## src/pkg/amode_pkg.sv

```systemverilog
// Addressing-mode decoder constants: modes, lengths and the opcode classification.
// Assumes a byte-wide program/data memory with a one-cycle registered read.
package amode_pkg;

  localparam int ADDR_W = 16;
  localparam int DATA_W = 8;

  // Addressing modes, seventeen in seven families
  typedef enum logic [4:0] {
    M_INH,          // inherent
    M_IMM,          // immediate
    M_DIR_S,        // direct short
    M_DIR_L,        // direct long
    M_IDX_0,        // indexed, no offset
    M_IDX_S,        // indexed short
    M_IDX_L,        // indexed long
    M_IND_S,        // indirect short
    M_IND_L,        // indirect long
    M_INDX_S,       // indirect indexed short
    M_INDX_L,       // indirect indexed long
    M_REL_D,        // relative direct
    M_REL_I,        // relative indirect
    M_BIT_D,        // bit direct
    M_BIT_I,        // bit indirect
    M_BIT_DR,       // bit direct relative
    M_BIT_IR        // bit indirect relative
  } amode_t;

  localparam int MODE_COUNT = 17;

  // Bytes that follow the opcode, per mode
  function automatic logic [1:0] extra_bytes(input amode_t m);
    case (m)
      M_INH, M_IDX_0:                          extra_bytes = 2'h0;
      M_IMM, M_DIR_S, M_IDX_S, M_IND_S, M_IND_L,
      M_INDX_S, M_INDX_L, M_REL_D, M_REL_I,
      M_BIT_D, M_BIT_I:                        extra_bytes = 2'h1;
      M_DIR_L, M_IDX_L, M_BIT_DR, M_BIT_IR:    extra_bytes = 2'h2;
      default:                                 extra_bytes = 2'h0;
    endcase
  endfunction

  // Pointer word width fetched from memory (0 none, 1 byte, 2 word)
  function automatic logic [1:0] pointer_bytes(input amode_t m);
    case (m)
      M_IND_S, M_INDX_S, M_REL_I, M_BIT_I, M_BIT_IR: pointer_bytes = 2'h1;
      M_IND_L, M_INDX_L:                             pointer_bytes = 2'h2;
      default:                                       pointer_bytes = 2'h0;
    endcase
  endfunction

  // Modes that add an index register
  function automatic logic is_indexed(input amode_t m);
    is_indexed = (m == M_IDX_0) || (m == M_IDX_S) || (m == M_IDX_L) ||
                 (m == M_INDX_S) || (m == M_INDX_L);
  endfunction

  // Short forms: one-byte address, offset or pointer, page zero plus index
  function automatic logic is_short(input amode_t m);
    is_short = (m == M_DIR_S) || (m == M_IDX_0) || (m == M_IND_S) ||
               (m == M_IDX_S) || (m == M_INDX_S) ||
               (m == M_BIT_D) || (m == M_BIT_I) || (m == M_BIT_DR) ||
               (m == M_BIT_IR);
  endfunction

  // Interrupt mask levels
  localparam logic [1:0] MASK_RAISED  = 2'h3;
  localparam logic [1:0] MASK_LOWERED = 2'h0;
  localparam logic [1:0] MASK_RESET   = 2'h3;

  // Opcode field layout: [7:3] mode, [2:0] function within the mode
  localparam int OPC_MODE_HI = 7;
  localparam int OPC_MODE_LO = 3;

  // Function codes within the inherent mode
  localparam logic [2:0] FN_MASK_RAISE = 3'h1;
  localparam logic [2:0] FN_MASK_LOWER = 3'h2;

  // Function codes marking memory-to-memory work (short forms only)
  localparam logic [2:0] FN_MEM_FIRST = 3'h4;

  localparam logic [ADDR_W-1:0] ADDR_ZERO = 16'h0000;
  localparam logic [ADDR_W-1:0] PAGE0_MASK = 16'h00ff;

endpackage

```

## src/pkg/fetch_if.sv

```systemverilog
// Memory fetch request/answer pair between decoder core and fetch unit.
// Assumes a single clock; valid answers arrive two cycles after a request.
`timescale 1ns/1ps
interface fetch_if;
  logic        req;
  logic [15:0] addr;
  logic        rvalid;
  logic [7:0]  rdata;

  modport core  (output req, output addr, input rvalid, input rdata);
  modport unit  (input req, input addr, output rvalid, output rdata);
endinterface

```

## src/hw/operand_address_mode_decoder.sv

```systemverilog
// Operand addressing-mode decoder: fetches opcode and operand bytes, forms
// the effective address. Assumes memory on the same clock, read latency 1.
//
// Behaviour
// [RQ1] Inherent instructions are one byte; opcode alone suffices.
// [RQ2] Immediate is two bytes; second byte is the operand value.
// [RQ3] Short direct takes one address byte; reach 00 - FF.
// [RQ4] Long direct takes a two-byte address; full 64 Kbyte reach.
// [RQ5] Indexed address is unsigned sum of chosen index and offset.
// [RQ6] Indexed no-offset adds no byte; index alone is address.
// [RQ7] Short indexed: one offset byte, sum up to 1FE, carry kept.
// [RQ8] Long indexed: two-byte offset plus index, full space.
// [RQ9] Short indirect: pointer address byte, one-byte pointer, page zero.
// [RQ10] Long indirect: pointer address byte, two-byte pointer, full space.
// [RQ11] Indirect indexed: index plus memory pointer; short reaches 1FE.
// [RQ12] Short forms reach page zero; memory-to-memory ops short only.
// [RQ13] Long forms reach full space, using more bytes and cycles.
// [RQ14] Seventeen modes in seven families are decoded.
// [RQ15] Mask-raise sets mask level 3; mask-lower sets level 0.
// [RQ16] Relative branches add a signed 8-bit offset to the PC.
// [RQ17] Instruction length derived from mode before execution begins.
`timescale 1ns/1ps
module operand_address_mode_decoder (
  input  wire logic        clock,
  input  wire logic        reset_n,
  input  wire logic        start,
  input  wire logic [15:0] pc_in,
  input  wire logic        use_y,
  input  wire logic [7:0]  index_x,
  input  wire logic [7:0]  index_y,
  output      logic        mem_rd,
  output      logic [15:0] mem_addr,
  input  wire logic [7:0]  mem_rdata,
  output      logic        busy,
  output      logic        done,
  output      logic [4:0]  mode,
  output      logic [7:0]  opcode,
  output      logic [2:0]  length,
  output      logic [15:0] eff_addr,
  output      logic [7:0]  operand,
  output      logic        operand_valid,
  output      logic [15:0] branch_target,
  output      logic        illegal_long,
  output      logic [1:0]  int_mask
);

  typedef enum logic [2:0] {S_IDLE, S_OPC, S_ARG1, S_ARG2, S_PTR_H, S_PTR_L,
                            S_DONE} state_t;

  fetch_if f ();

  fetch_unit u_fetch (
    .clock     (clock),
    .reset_n   (reset_n),
    .f         (f),
    .mem_rd    (mem_rd),
    .mem_addr  (mem_addr),
    .mem_rdata (mem_rdata)
  );

  state_t               state_reg;
  state_t               state_next;
  logic                 wait_reg;
  logic [15:0]          pc_reg;
  logic [7:0]           opcode_reg;
  logic [7:0]           arg1_reg;
  logic [7:0]           arg2_reg;
  logic [7:0]           ptr_hi_reg;
  logic [7:0]           ptr_lo_reg;
  logic [15:0]          eff_reg;
  logic [7:0]           operand_reg;
  logic                 opvalid_reg;
  logic [15:0]          target_reg;
  logic                 illegal_reg;
  logic [1:0]           mask_reg;
  logic                 done_reg;

  // Mode field decode; unused codes fall back to inherent
  wire logic [4:0]      mode_code = opcode_reg[amode_pkg::OPC_MODE_HI:amode_pkg::OPC_MODE_LO];
  wire amode_pkg::amode_t cur_mode =
    (mode_code < 5'(amode_pkg::MODE_COUNT)) ? amode_pkg::amode_t'(mode_code)
                                            : amode_pkg::M_INH; // see [RQ14]
  wire logic [2:0]      fn_code  = opcode_reg[amode_pkg::OPC_MODE_LO-1:0];
  wire logic [1:0]      n_extra  = amode_pkg::extra_bytes(cur_mode); // see [RQ17]
  wire logic [1:0]      n_ptr    = amode_pkg::pointer_bytes(cur_mode);
  wire logic [7:0]      index_v  = use_y ? index_y : index_x; // see [RQ5]
  wire logic [15:0]     index16  = {8'h00, index_v};

  // Base address before indexing, per mode family
  wire logic [15:0]     word_arg = {arg1_reg, arg2_reg};
  wire logic [15:0]     ptr_word = (n_ptr == 2'h2) ? {ptr_hi_reg, ptr_lo_reg}
                                                   : {8'h00, ptr_lo_reg};
  wire logic [15:0]     base_addr =
    (cur_mode == amode_pkg::M_DIR_S)  ? {8'h00, arg1_reg} :               // see [RQ3]
    (cur_mode == amode_pkg::M_DIR_L)  ? word_arg :                        // see [RQ4]
    (cur_mode == amode_pkg::M_IDX_0)  ? amode_pkg::ADDR_ZERO :            // see [RQ6]
    (cur_mode == amode_pkg::M_IDX_S)  ? {8'h00, arg1_reg} :               // see [RQ7]
    (cur_mode == amode_pkg::M_IDX_L)  ? word_arg :                        // see [RQ8]
    (cur_mode == amode_pkg::M_BIT_D || cur_mode == amode_pkg::M_BIT_DR)
                                      ? {8'h00, arg1_reg} :
    (n_ptr != 2'h0)                   ? ptr_word :                        // see [RQ9] [RQ10]
                                        amode_pkg::ADDR_ZERO;
  // 16-bit sum keeps the carry into bit eight for the short forms
  wire logic [15:0]     indexed_sum = base_addr + index16; // see [RQ7] [RQ11]
  wire logic [15:0]     final_addr  =
    amode_pkg::is_indexed(cur_mode) ? indexed_sum : base_addr;

  // Length is opcode plus extra bytes; pointer reads are not instruction bytes
  wire logic [2:0]      length_w = 3'h1 + {1'b0, n_extra}; // see [RQ1] [RQ2] [RQ13] [RQ17]

  // Relative offset: pointer byte for relative indirect, else last instruction byte
  wire logic [7:0]      rel_off = (cur_mode == amode_pkg::M_REL_I) ? ptr_lo_reg
                                : (cur_mode == amode_pkg::M_BIT_DR ||
                                   cur_mode == amode_pkg::M_BIT_IR) ? arg2_reg
                                                                    : arg1_reg;
  wire logic [15:0]     next_pc = pc_reg + 16'({1'b0, length_w});
  wire logic [15:0]     rel_target = next_pc + {{8{rel_off[7]}}, rel_off}; // see [RQ16]
  wire logic            is_rel = (cur_mode == amode_pkg::M_REL_D) ||
                                 (cur_mode == amode_pkg::M_REL_I) ||
                                 (cur_mode == amode_pkg::M_BIT_DR) ||
                                 (cur_mode == amode_pkg::M_BIT_IR);

  // Memory-to-memory work with a long form is flagged, not executed
  wire logic            long_mem = (fn_code >= amode_pkg::FN_MEM_FIRST) &&
                                   !amode_pkg::is_short(cur_mode) &&
                                   (cur_mode != amode_pkg::M_INH) &&
                                   (cur_mode != amode_pkg::M_IMM) &&
                                   !is_rel; // see [RQ12]

  // Pointer fetch addresses: high byte first, then low
  wire logic [15:0]     ptr_hi_addr = {8'h00, arg1_reg};
  wire logic [15:0]     ptr_lo_addr = (n_ptr == 2'h2) ? (ptr_hi_addr + 16'h0001)
                                                      : ptr_hi_addr;

  // One outstanding read at a time; wait_reg covers the two-cycle answer
  // No read for a byte the mode lacks; a stray answer would land in a later state
  wire logic            skip_arg = (state_reg == S_ARG1) && (n_extra == 2'h0);
  wire logic            issue = (state_reg inside {S_OPC, S_ARG1, S_ARG2, S_PTR_H,
                                                   S_PTR_L}) && !wait_reg && !skip_arg;
  assign f.req  = issue;
  assign f.addr = (state_reg == S_OPC)   ? pc_reg :
                  (state_reg == S_ARG1)  ? pc_reg + 16'h0001 :
                  (state_reg == S_ARG2)  ? pc_reg + 16'h0002 :
                  (state_reg == S_PTR_H) ? ptr_hi_addr :
                                           ptr_lo_addr;
  wire logic            got = f.rvalid;

  always_comb begin
    state_next = state_reg;
    case (state_reg)
      S_IDLE:  if (start) state_next = S_OPC;
      S_OPC:   if (got) state_next = S_ARG1;
      S_ARG1:  begin
        if (n_extra == 2'h0) begin
          state_next = S_DONE; // see [RQ1] [RQ6]
        end else if (got) begin
          state_next = (n_extra == 2'h2) ? S_ARG2 :
                       (n_ptr == 2'h2)   ? S_PTR_H :
                       (n_ptr == 2'h1)   ? S_PTR_L : S_DONE;
        end
      end
      S_ARG2:  if (got) state_next = (n_ptr != 2'h0) ? S_PTR_L : S_DONE; // see [RQ17]
      S_PTR_H: if (got) state_next = S_PTR_L; // see [RQ10]
      S_PTR_L: if (got) state_next = S_DONE;  // see [RQ9]
      S_DONE:  state_next = S_IDLE;
      default: state_next = S_IDLE;
    endcase
  end

  always_ff @(posedge clock) begin
    if (!reset_n) begin
      state_reg <= S_IDLE;
      wait_reg  <= 1'b0;
    end else begin
      state_reg <= state_next;
      wait_reg  <= (state_next != state_reg) ? 1'b0 : (wait_reg | issue);
    end
  end

  always_ff @(posedge clock) begin
    if (!reset_n) begin
      pc_reg     <= amode_pkg::ADDR_ZERO;
      opcode_reg <= 8'h00;
      arg1_reg   <= 8'h00;
      arg2_reg   <= 8'h00;
      ptr_hi_reg <= 8'h00;
      ptr_lo_reg <= 8'h00;
    end else begin
      if (state_reg == S_IDLE && start) begin
        pc_reg     <= pc_in;
        arg1_reg   <= 8'h00;
        arg2_reg   <= 8'h00;
        ptr_hi_reg <= 8'h00;
        ptr_lo_reg <= 8'h00;
      end
      if (got && state_reg == S_OPC)   opcode_reg <= f.rdata;
      if (got && state_reg == S_ARG1)  arg1_reg   <= f.rdata;
      if (got && state_reg == S_ARG2)  arg2_reg   <= f.rdata;
      if (got && state_reg == S_PTR_H) ptr_hi_reg <= f.rdata;
      if (got && state_reg == S_PTR_L) ptr_lo_reg <= f.rdata;
    end
  end

  // Results are latched on the decision cycle and held until the next decode reaches S_DONE
  always_ff @(posedge clock) begin
    if (!reset_n) begin
      eff_reg     <= amode_pkg::ADDR_ZERO;
      operand_reg <= 8'h00;
      opvalid_reg <= 1'b0;
      target_reg  <= amode_pkg::ADDR_ZERO;
      illegal_reg <= 1'b0;
      done_reg    <= 1'b0;
    end else begin
      done_reg <= (state_reg == S_DONE);
      if (state_reg == S_DONE) begin
        eff_reg     <= final_addr;
        operand_reg <= arg1_reg;                              // see [RQ2]
        opvalid_reg <= (cur_mode == amode_pkg::M_IMM);        // see [RQ2]
        target_reg  <= is_rel ? rel_target : next_pc;         // see [RQ16]
        illegal_reg <= long_mem;                              // see [RQ12]
      end
    end
  end

  always_ff @(posedge clock) begin
    if (!reset_n) begin
      mask_reg <= amode_pkg::MASK_RESET;
    end else if (state_reg == S_DONE && cur_mode == amode_pkg::M_INH) begin
      if (fn_code == amode_pkg::FN_MASK_RAISE) begin
        mask_reg <= amode_pkg::MASK_RAISED;  // see [RQ15]
      end else if (fn_code == amode_pkg::FN_MASK_LOWER) begin
        mask_reg <= amode_pkg::MASK_LOWERED; // see [RQ15]
      end
    end
  end

  assign busy          = (state_reg != S_IDLE);
  assign done          = done_reg;
  assign mode          = mode_code;
  assign opcode        = opcode_reg;
  assign length        = length_w;
  assign eff_addr      = eff_reg;
  assign operand       = operand_reg;
  assign operand_valid = opvalid_reg;
  assign branch_target = target_reg;
  assign illegal_long  = illegal_reg;
  assign int_mask      = mask_reg;

endmodule // operand_address_mode_decoder

```

## src/hw/fetch_unit.sv

```systemverilog
// Fetch unit: forwards core requests to the memory pins, registers the data.
// Assumes memory answers in the cycle after mem_rd is high.
`timescale 1ns/1ps
module fetch_unit (
  input  wire logic        clock,
  input  wire logic        reset_n,
  fetch_if.unit            f,
  output      logic        mem_rd,
  output      logic [15:0] mem_addr,
  input  wire logic [7:0]  mem_rdata
);

  logic pending_reg;

  assign mem_rd   = f.req;
  assign mem_addr = f.addr;

  always_ff @(posedge clock) begin
    if (!reset_n) begin
      pending_reg <= 1'b0;
      f.rdata     <= 8'h00;
    end else begin
      pending_reg <= f.req;
      if (pending_reg) begin
        f.rdata <= mem_rdata;
      end
    end
  end

  // Data register lands one cycle after capture; valid tracks it
  logic valid_reg;
  always_ff @(posedge clock) begin
    if (!reset_n) begin
      valid_reg <= 1'b0;
    end else begin
      valid_reg <= pending_reg;
    end
  end
  assign f.rvalid = valid_reg;

endmodule // fetch_unit

```

## config.mk

```make
export PLATFORM = sky130hd
export DESIGN_NAME = operand_address_mode_decoder
export DESIGN_NICKNAME = d
export VERILOG_FILES = /design/src/pkg/amode_pkg.sv /design/src/pkg/fetch_if.sv /design/src/hw/operand_address_mode_decoder.sv /design/src/hw/fetch_unit.sv
export SDC_FILE = /design/constraint.sdc
export NUM_CORES = 1
export LEC_CHECK = 0
export BUFFER_PORTS_ARGS = -buffer_cell sky130_fd_sc_hd__buf_2
export CELL_PAD_IN_SITES_DETAIL_PLACEMENT = 2
export CELL_PAD_IN_SITES_GLOBAL_PLACEMENT = 2
export CORE_MARGIN = 2
export CORE_UTILIZATION = 33
export DETAILED_ROUTE_END_ITERATION = 8
export PLACE_DENSITY_LB_ADDON = 0.15
export SLEW_MARGIN = 0
export SYNTH_ARGS = -nofsm -noshare
export SYNTH_HDL_FRONTEND = slang
export SYNTH_SLANG_ARGS = --single-unit
```

## constraint.sdc

```tcl
create_clock -name clock -period 5.9 [get_ports clock]
set_input_delay 1.18 -clock clock [delete_from_list [all_inputs] [get_ports clock]]
set_output_delay 1.18 -clock clock [all_outputs]
set_load 0.02 [all_outputs]
```

Yosys cells after proc, flatten, opt, wreduce, memory -nomap -nowiden
Memory sizes are Yosys's and may differ from the RTL's.
Index checks and enable logic that the tools add are counted.

storage, ports and cells
  bits in writable memories = 0
  bits in latches = 0
  bits in read-only memories = 64
  register bits = 115
  output and inout bits = 79
  input port bits = 44
  memories kept = 1
  word-level logic and storage cells = 149

memories
  name              words  bits a word  read ports  clocked after Yosys merged registers in  wr ports  RTL line         source
  (name not given)  32     2            1           0                                        0         amode_pkg.sv:33  case (m)

operators by class
  add/subtract/negate cells = 7
  shift operators = 0
  mux-type cells = 39
  divide/modulo/power cells = 0
  multiply operators = 0
  bitwise gates (word level) = 2
  equal/unequal tests = 29
  reduce and logical (&&, ||, !) cells = 51
  $lt $le $gt $ge = 2

operators with widths
  kind                                                                   count
  16-bit 2-to-1 mux                                                      13
  8-bit 2-to-1 mux                                                       8
  5-bit by 4-bit equality test with 1-bit output, second input constant  8
  3-bit 2-to-1 mux                                                       8
  5-bit by 3-bit equality test with 1-bit output, second input constant  4
  9-bit 2-to-1 mux                                                       2
  3-bit one-hot mux with 6 select lines                                  1
  1-bit logical OR                                                       17
  16-bit by 1-bit adder with 16-bit output, second input constant        1
  16-bit adder                                                           1
  16-bit by 2-bit adder with 16-bit output, second input constant        1
  16-bit by 3-bit adder with 16-bit output                               1
  16-bit by 8-bit adder with 16-bit output                               1
  1-bit logical AND                                                      14
  2-bit nonzero test                                                     6
  5-bit by 2-bit equality test with 1-bit output, second input constant  2
  2-bit 2-to-1 mux                                                       5
  5-bit nonzero test                                                     2
  8-bit by 1-bit adder with 9-bit output, second input constant          1
  3-bit by 2-bit equality test with 1-bit output, second input constant  3
  3-bit equality test, second input constant                             3
  3-bit by 1-bit equality test with 1-bit output, second input constant  2
  5-bit by 1-bit equality test with 1-bit output, second input constant  1
  5-bit equality test, second input constant                             1
  other kinds (19)                                                       24

Logic depth before layout (Yosys ltp)
  depth in word-level cells = 16
  gate-level depth with buffers = 26

Modules after synthesis
A second synthesis with hierarchy kept.

unflattened totals
  cell total of the unflattened synthesis = 1092
  area total of the unflattened synthesis = 8071.5 sq um

by module, submodules not included
  module                        cells an instance  area each (sq um)  times used
  operand_address_mode_decoder  1046               7588.5             1
  fetch_unit                    46                 483.0              1

Least setup slack after synthesis
No wires, ideal clock.

  path type = reg2reg
  start = reg opcode_reg[7] (netlist: opcode[7])
  end = reg target_reg[15] (netlist: branch_target[15])
  arrival = 5.030 ns
  cell stages (with the launch flop) = 25
  path slack = 0.808 ns
  setup time = 0.062 ns
  required time = 5.838 ns
  cells stage by stage = dfxtp_1 -> clkbuf_1 -> nor2b_1 -> ha_1 -> clkbuf_1 -> nand2_1 -> a21oi_1 -> or3_1 -> ha_1 -> inv_1 -> ha_1 -> a21o_1 -> a21oi_1 -> or2_2 -> clkbuf_1 -> nor2_1 -> xor2_1 -> ha_1 -> o21ai_0 -> a21oi_1 -> a211oi_1 -> a31oi_1 -> xor2_1 -> a211o_1 -> nand3_1

between the ends
  elaborated cells between the ends (all ways) = 17

RTL lines
  element                                       RTL line                             source
  start: declaration                            operand_address_mode_decoder.sv:65   logic [7:0] opcode_reg;
  start signal: assignment                      operand_address_mode_decoder.sv:196  if (got && state_reg == S_OPC) opcode_reg <= f.rdata;
  5-bit < comparator                            operand_address_mode_decoder.sv:81   (mode_code < 5'(amode_pkg::MODE_COUNT)) ? amode_pkg::amode_t'(mode_code)
  5-bit 2-to-1 mux (*)                          operand_address_mode_decoder.sv:81
  memory 32 x 2 bit (*)                         -
  1-bit by 2-bit adder with 3-bit output (*)    operand_address_mode_decoder.sv:109  wire logic [2:0] length_w = 3'h1 + {1'b0, n_extra};
  via length[0]                                 operand_address_mode_decoder.sv:38   output logic [2:0] length,
  16-bit by 3-bit adder with 16-bit output (*)  operand_address_mode_decoder.sv:116  wire logic [15:0] next_pc = pc_reg + 16'({1'b0, length_w});
  16-bit adder                                  operand_address_mode_decoder.sv:117  wire logic [15:0] rel_target = next_pc + {{8{rel_off[7]}}, rel_off};
  16-bit 2-to-1 mux (*)                         operand_address_mode_decoder.sv:219  target_reg <= is_rel ? rel_target : next_pc;
  end signal: assignment                        operand_address_mode_decoder.sv:210  target_reg <= amode_pkg::ADDR_ZERO;
  end signal: assignment                        operand_address_mode_decoder.sv:219
  end: declaration                              operand_address_mode_decoder.sv:73   logic [15:0] target_reg;

Mark *: on every way through the listed nets, which the timed path passes. The rest lies on a longest branch.
A chain may end at the register's enable or synchronous reset.

Worst setup path after layout
  start = reg opcode_reg[4] (netlist: opcode[4])
  end = reg target_reg[15] (netlist: branch_target[15])

between the ends
  cells in the longest elaborated chain, start to end = 8
  elaborated cells between the ends (all ways) = 17

ends and longest elaborated chain
  element                                                                           RTL line
  5-bit < comparator                                                                operand_address_mode_decoder.sv:81
  5-bit 2-to-1 mux (*)                                                              operand_address_mode_decoder.sv:81
  branches (longest 5 deep; another with 16-bit by 3-bit adder with 16-bit output)  -
  16-bit 2-to-1 mux (*)                                                             operand_address_mode_decoder.sv:219

Every way passes the cells marked *.

==> summary.md <==
| Metric | Value |
|---|---|
| Status | finished clean |
| Via/cell ratio | 5.70 |
| Worst Setup Slack, final | 0.451 ns |
| Req. time, crit path | 6.27 ns |
| Fin cells | 1488 |
| Slew at the pin with the worst max-slew slack | 1.16 ns |
| Worst min-delay path category | reg2reg |
| Largest net degree at the start of global routing | 58 |
| Proportion of synthesized area in mux cells | 0.0454 |
| Final cell utilization of the core | 0.397 |
| Lkg Pwr | 3.90 nW |
| Top-area cell type share of the netlist area | 0.286 |
| First-pass GRT wire length | 51000 um |
| Top post-synthesis cells by area | dfxtp_1 (29%), nand2_1 (6.8%), a21oi_1 (6.5%) |
| Drt total wl | 32500 um |
| Antenna-violating nets left | 0 |
| Final Power | 2.09 mW |
| Hold EP | operand[7] |
| Core area | 23600 um^2 |
| Fin crit period | 5.45 ns |
| Area growth from synthesis to layout | 17.5% |
| Antenna violations before repair | 0 |
| FMAX | 184 MHz |
| Post-Place Cells | 1456 |
| CTS H-tree lvls | 4 |
| Clock slew at reported path FFs | 0.07 ns |
| Setup crit end kind | register |
| Sink Count | 114 |
| Final Setup Violations | 0 |
| Area leader, netlist | dfxtp_1 |
| Worst-path fanout max | 8 |
| Cell area power density | 222 nW/um^2 |
| Clock buffer count from CTS | 17 |
| Yosys warnings | 0 |
| Die H | 160 um |
| CP Cell Sequence | nor2b_1, ha_1, nand2_1, o21ai_0, a221o_1, a21boi_0, ha_1, fa_1, nor2b_1, o21ai_0, xnor2_1, ha_1, a211oi_1, nand2_1, o2111ai_1, a31oi_1, xor2_1, a211o_1, nand3_1 |
| Max Cap Violations | 0 |
| Flops & latches, synth | 114 |
| Fillers | 2802 |
| XOR/XNOR Fraction of Synth Area | 0.0450 |
| Final setup TNS | 0 ns |
| Reg2reg path depth | 19 |
| Post-place setup slack | 0.530 ns |
| Synth Net Count | 1165 |
| NumNets Final | 1242 |
| CTS root buf | clkbuf_16 |
| IO buf count | 122 |
| Worst skew pair latency | 0.43 ns |
| Clock Path Buffers | 2 |
| Rows | 56 |
| DP HPWL | 23400 um |
| Max VDD drop | 163 uV |
| Prevailing post-synth register cell | dfxtp_1 |
| N_diodes | 0 |
| Sequential share of the synthesized area | 0.286 |
| Crit path kind | reg2reg |
| Fin. Hold Viols | 0 |
| Hold Crit Depth | 2 |
| Post-Synth Adder-Cell Area | 0.0686 |
| Largest family of logic cells by synthesized area | compound AO/OA/AOI/OAI gates |
| Hold_sp | operand[7] |
| Via count | 8476 |
| Worst r2r dst | branch_target[15] |
| FF-to-FF setup slack | 0.45 ns |
| CTS Hold Bufs | 0 |
| DIE AREA | 25500 um^2 |
| First DRT Iteration DRCs | 589 |
| Final cycle utilization of the critical path | 0.924 |
| Vias in the first global route | 8732 |
| Gates resized, CTS repair | 0 |
| CTS tree | done |
| Post-synthesis simple-gate area fraction | 0.231 |
| GP Congestion | 0.836 |
| Worst r2r src | opcode[4] |
| Post-synth EDFFs | 0 |
| # DRC | 0 |
| Mapped Area | 7980 um^2 |
| Initial DRT Pass Iterations | 5 |
| Share of layout cells above drive strength 1 | 0.172 |
| Grt ovf | 0 |
| Syn avg cell area | 7.40 um^2 |
| CP max stage delay | 0.45 ns |
| Slew margin rel. | 0.226 |
| Effective utilization at floorplan | 0.338 |
| Post-synthesis compound-gate area fraction | 0.269 |
| Cell with the most instances after synthesis | nand2_1 |
| Startpoint types | register |
| Syn Inst Count | 1079 |
| Sequential cell area | 2280 um^2 |
| # IOs | 123 |
| Worst EP arrival | 5.82 ns |
| Asr flop ratio synth | 0 |
| Worst path slowest cell | a21boi_0 |
| RSZ-0062 raised after global routing | false |
| Top cells by count, synth | nand2_1 (144), nor2_1 (129), dfxtp_1 (114) |
| Top cell by count, worst path | ha_1 |
| Yosys cell types | 73 |
| Clock skew | 0.0109 ns |
| Final Slew Violations | 0 |
| DR WL/cell | 21.8 um |
| Footprint of the multi-input gates | 5270 um^2 |
| Setup Buffers After CTS | 0 |
| Tot GR Track Use | 0.254 |
| DIE WIDTH | 160 um |
routing by layer:
layer  up-vias  global-route usage  wire length [um]
met5         -                   0                 0
met4         0              0.0636               417
met3        31              0.0354              1110
met2       176               0.419             15400
met1      4220               0.348             15600
li1       4049                   -                 -
report_power, final:
part | switching (mW) | internal, mW
registers | 0.0398 | 0.784
logic | 0.137 | 0.0744
clock network | 0.460 | 0.592
metrics by stage:
step | hold slack [ns] | cell area (um^2)
finish | 0.461 | 9380
CTS | 0.463 | 9380
global placement | 0.443 | 8810
global route | 0.481 | 9380
detailed placement | 0.455 | 8810
floorplan | 0.427 | 7980
worst max-delay path by stage:
stage / startpoint / end / slack (ns) / cells after the start
after floorplan: opcode[7] / branch_target[15] / 0.81 / 24
after global placement: opcode[4] / branch_target[15] / 0.76 / 19
after detailed placement: opcode[4] / branch_target[15] / 0.53 / 19
after CTS: opcode[4] / branch_target[15] / 0.41 / 19
after global routing: opcode[3] / branch_target[15] / 0.04 / 19
final: opcode[4] / branch_target[15] / 0.45 / 19
cell usage in the layout, fill, tap and decap left out, drive strengths merged, types with 19 or more instances in the layout:
| master | n |
|---|---|
| a21oi | 104 |
| xnor2 | 25 |
| nor2 | 129 |
| buf | 140 |
| mux2i | 25 |
| inv | 36 |
| ha | 39 |
| o21ai | 67 |
| nand3 | 27 |
| nor3 | 19 |
| dfxtp | 114 |
| a22oi | 34 |
| nand2 | 144 |
area by class of cell:
class                      instances  area share
multi-input combinational        853       0.562
inverter                          30      0.0120
clock buffer                      17      0.0453
tap                              319      0.0425
sequential                       114       0.243
clock inverter                    15      0.0159
timing repair buffer             140      0.0795
kinds of logic (layout without fill, tap and decap cells):
| kind of cell | after synthesis | in the layout |
|---|---|---|
| compound gates | 332 | 332 |
| buf+inv | 112 | 202 |
| fa+ha+maj | 42 | 42 |
| flops | 114 | 114 |
| xor+xnor | 41 | 41 |
| simple gates | 403 | 403 |
| mux | 35 | 35 |
worst max-delay path, delay by kind of cell (launching register included):
kind                       cells  cell delay, ns
AOI/OAI and AO/OA              8            2.13
adders and majority gates      4            1.56
and+or+nand+nor                5            0.83
xor gates and xnor gates       2            0.45
DFF                            1            0.43
Power figures use the tool's default switching activity.
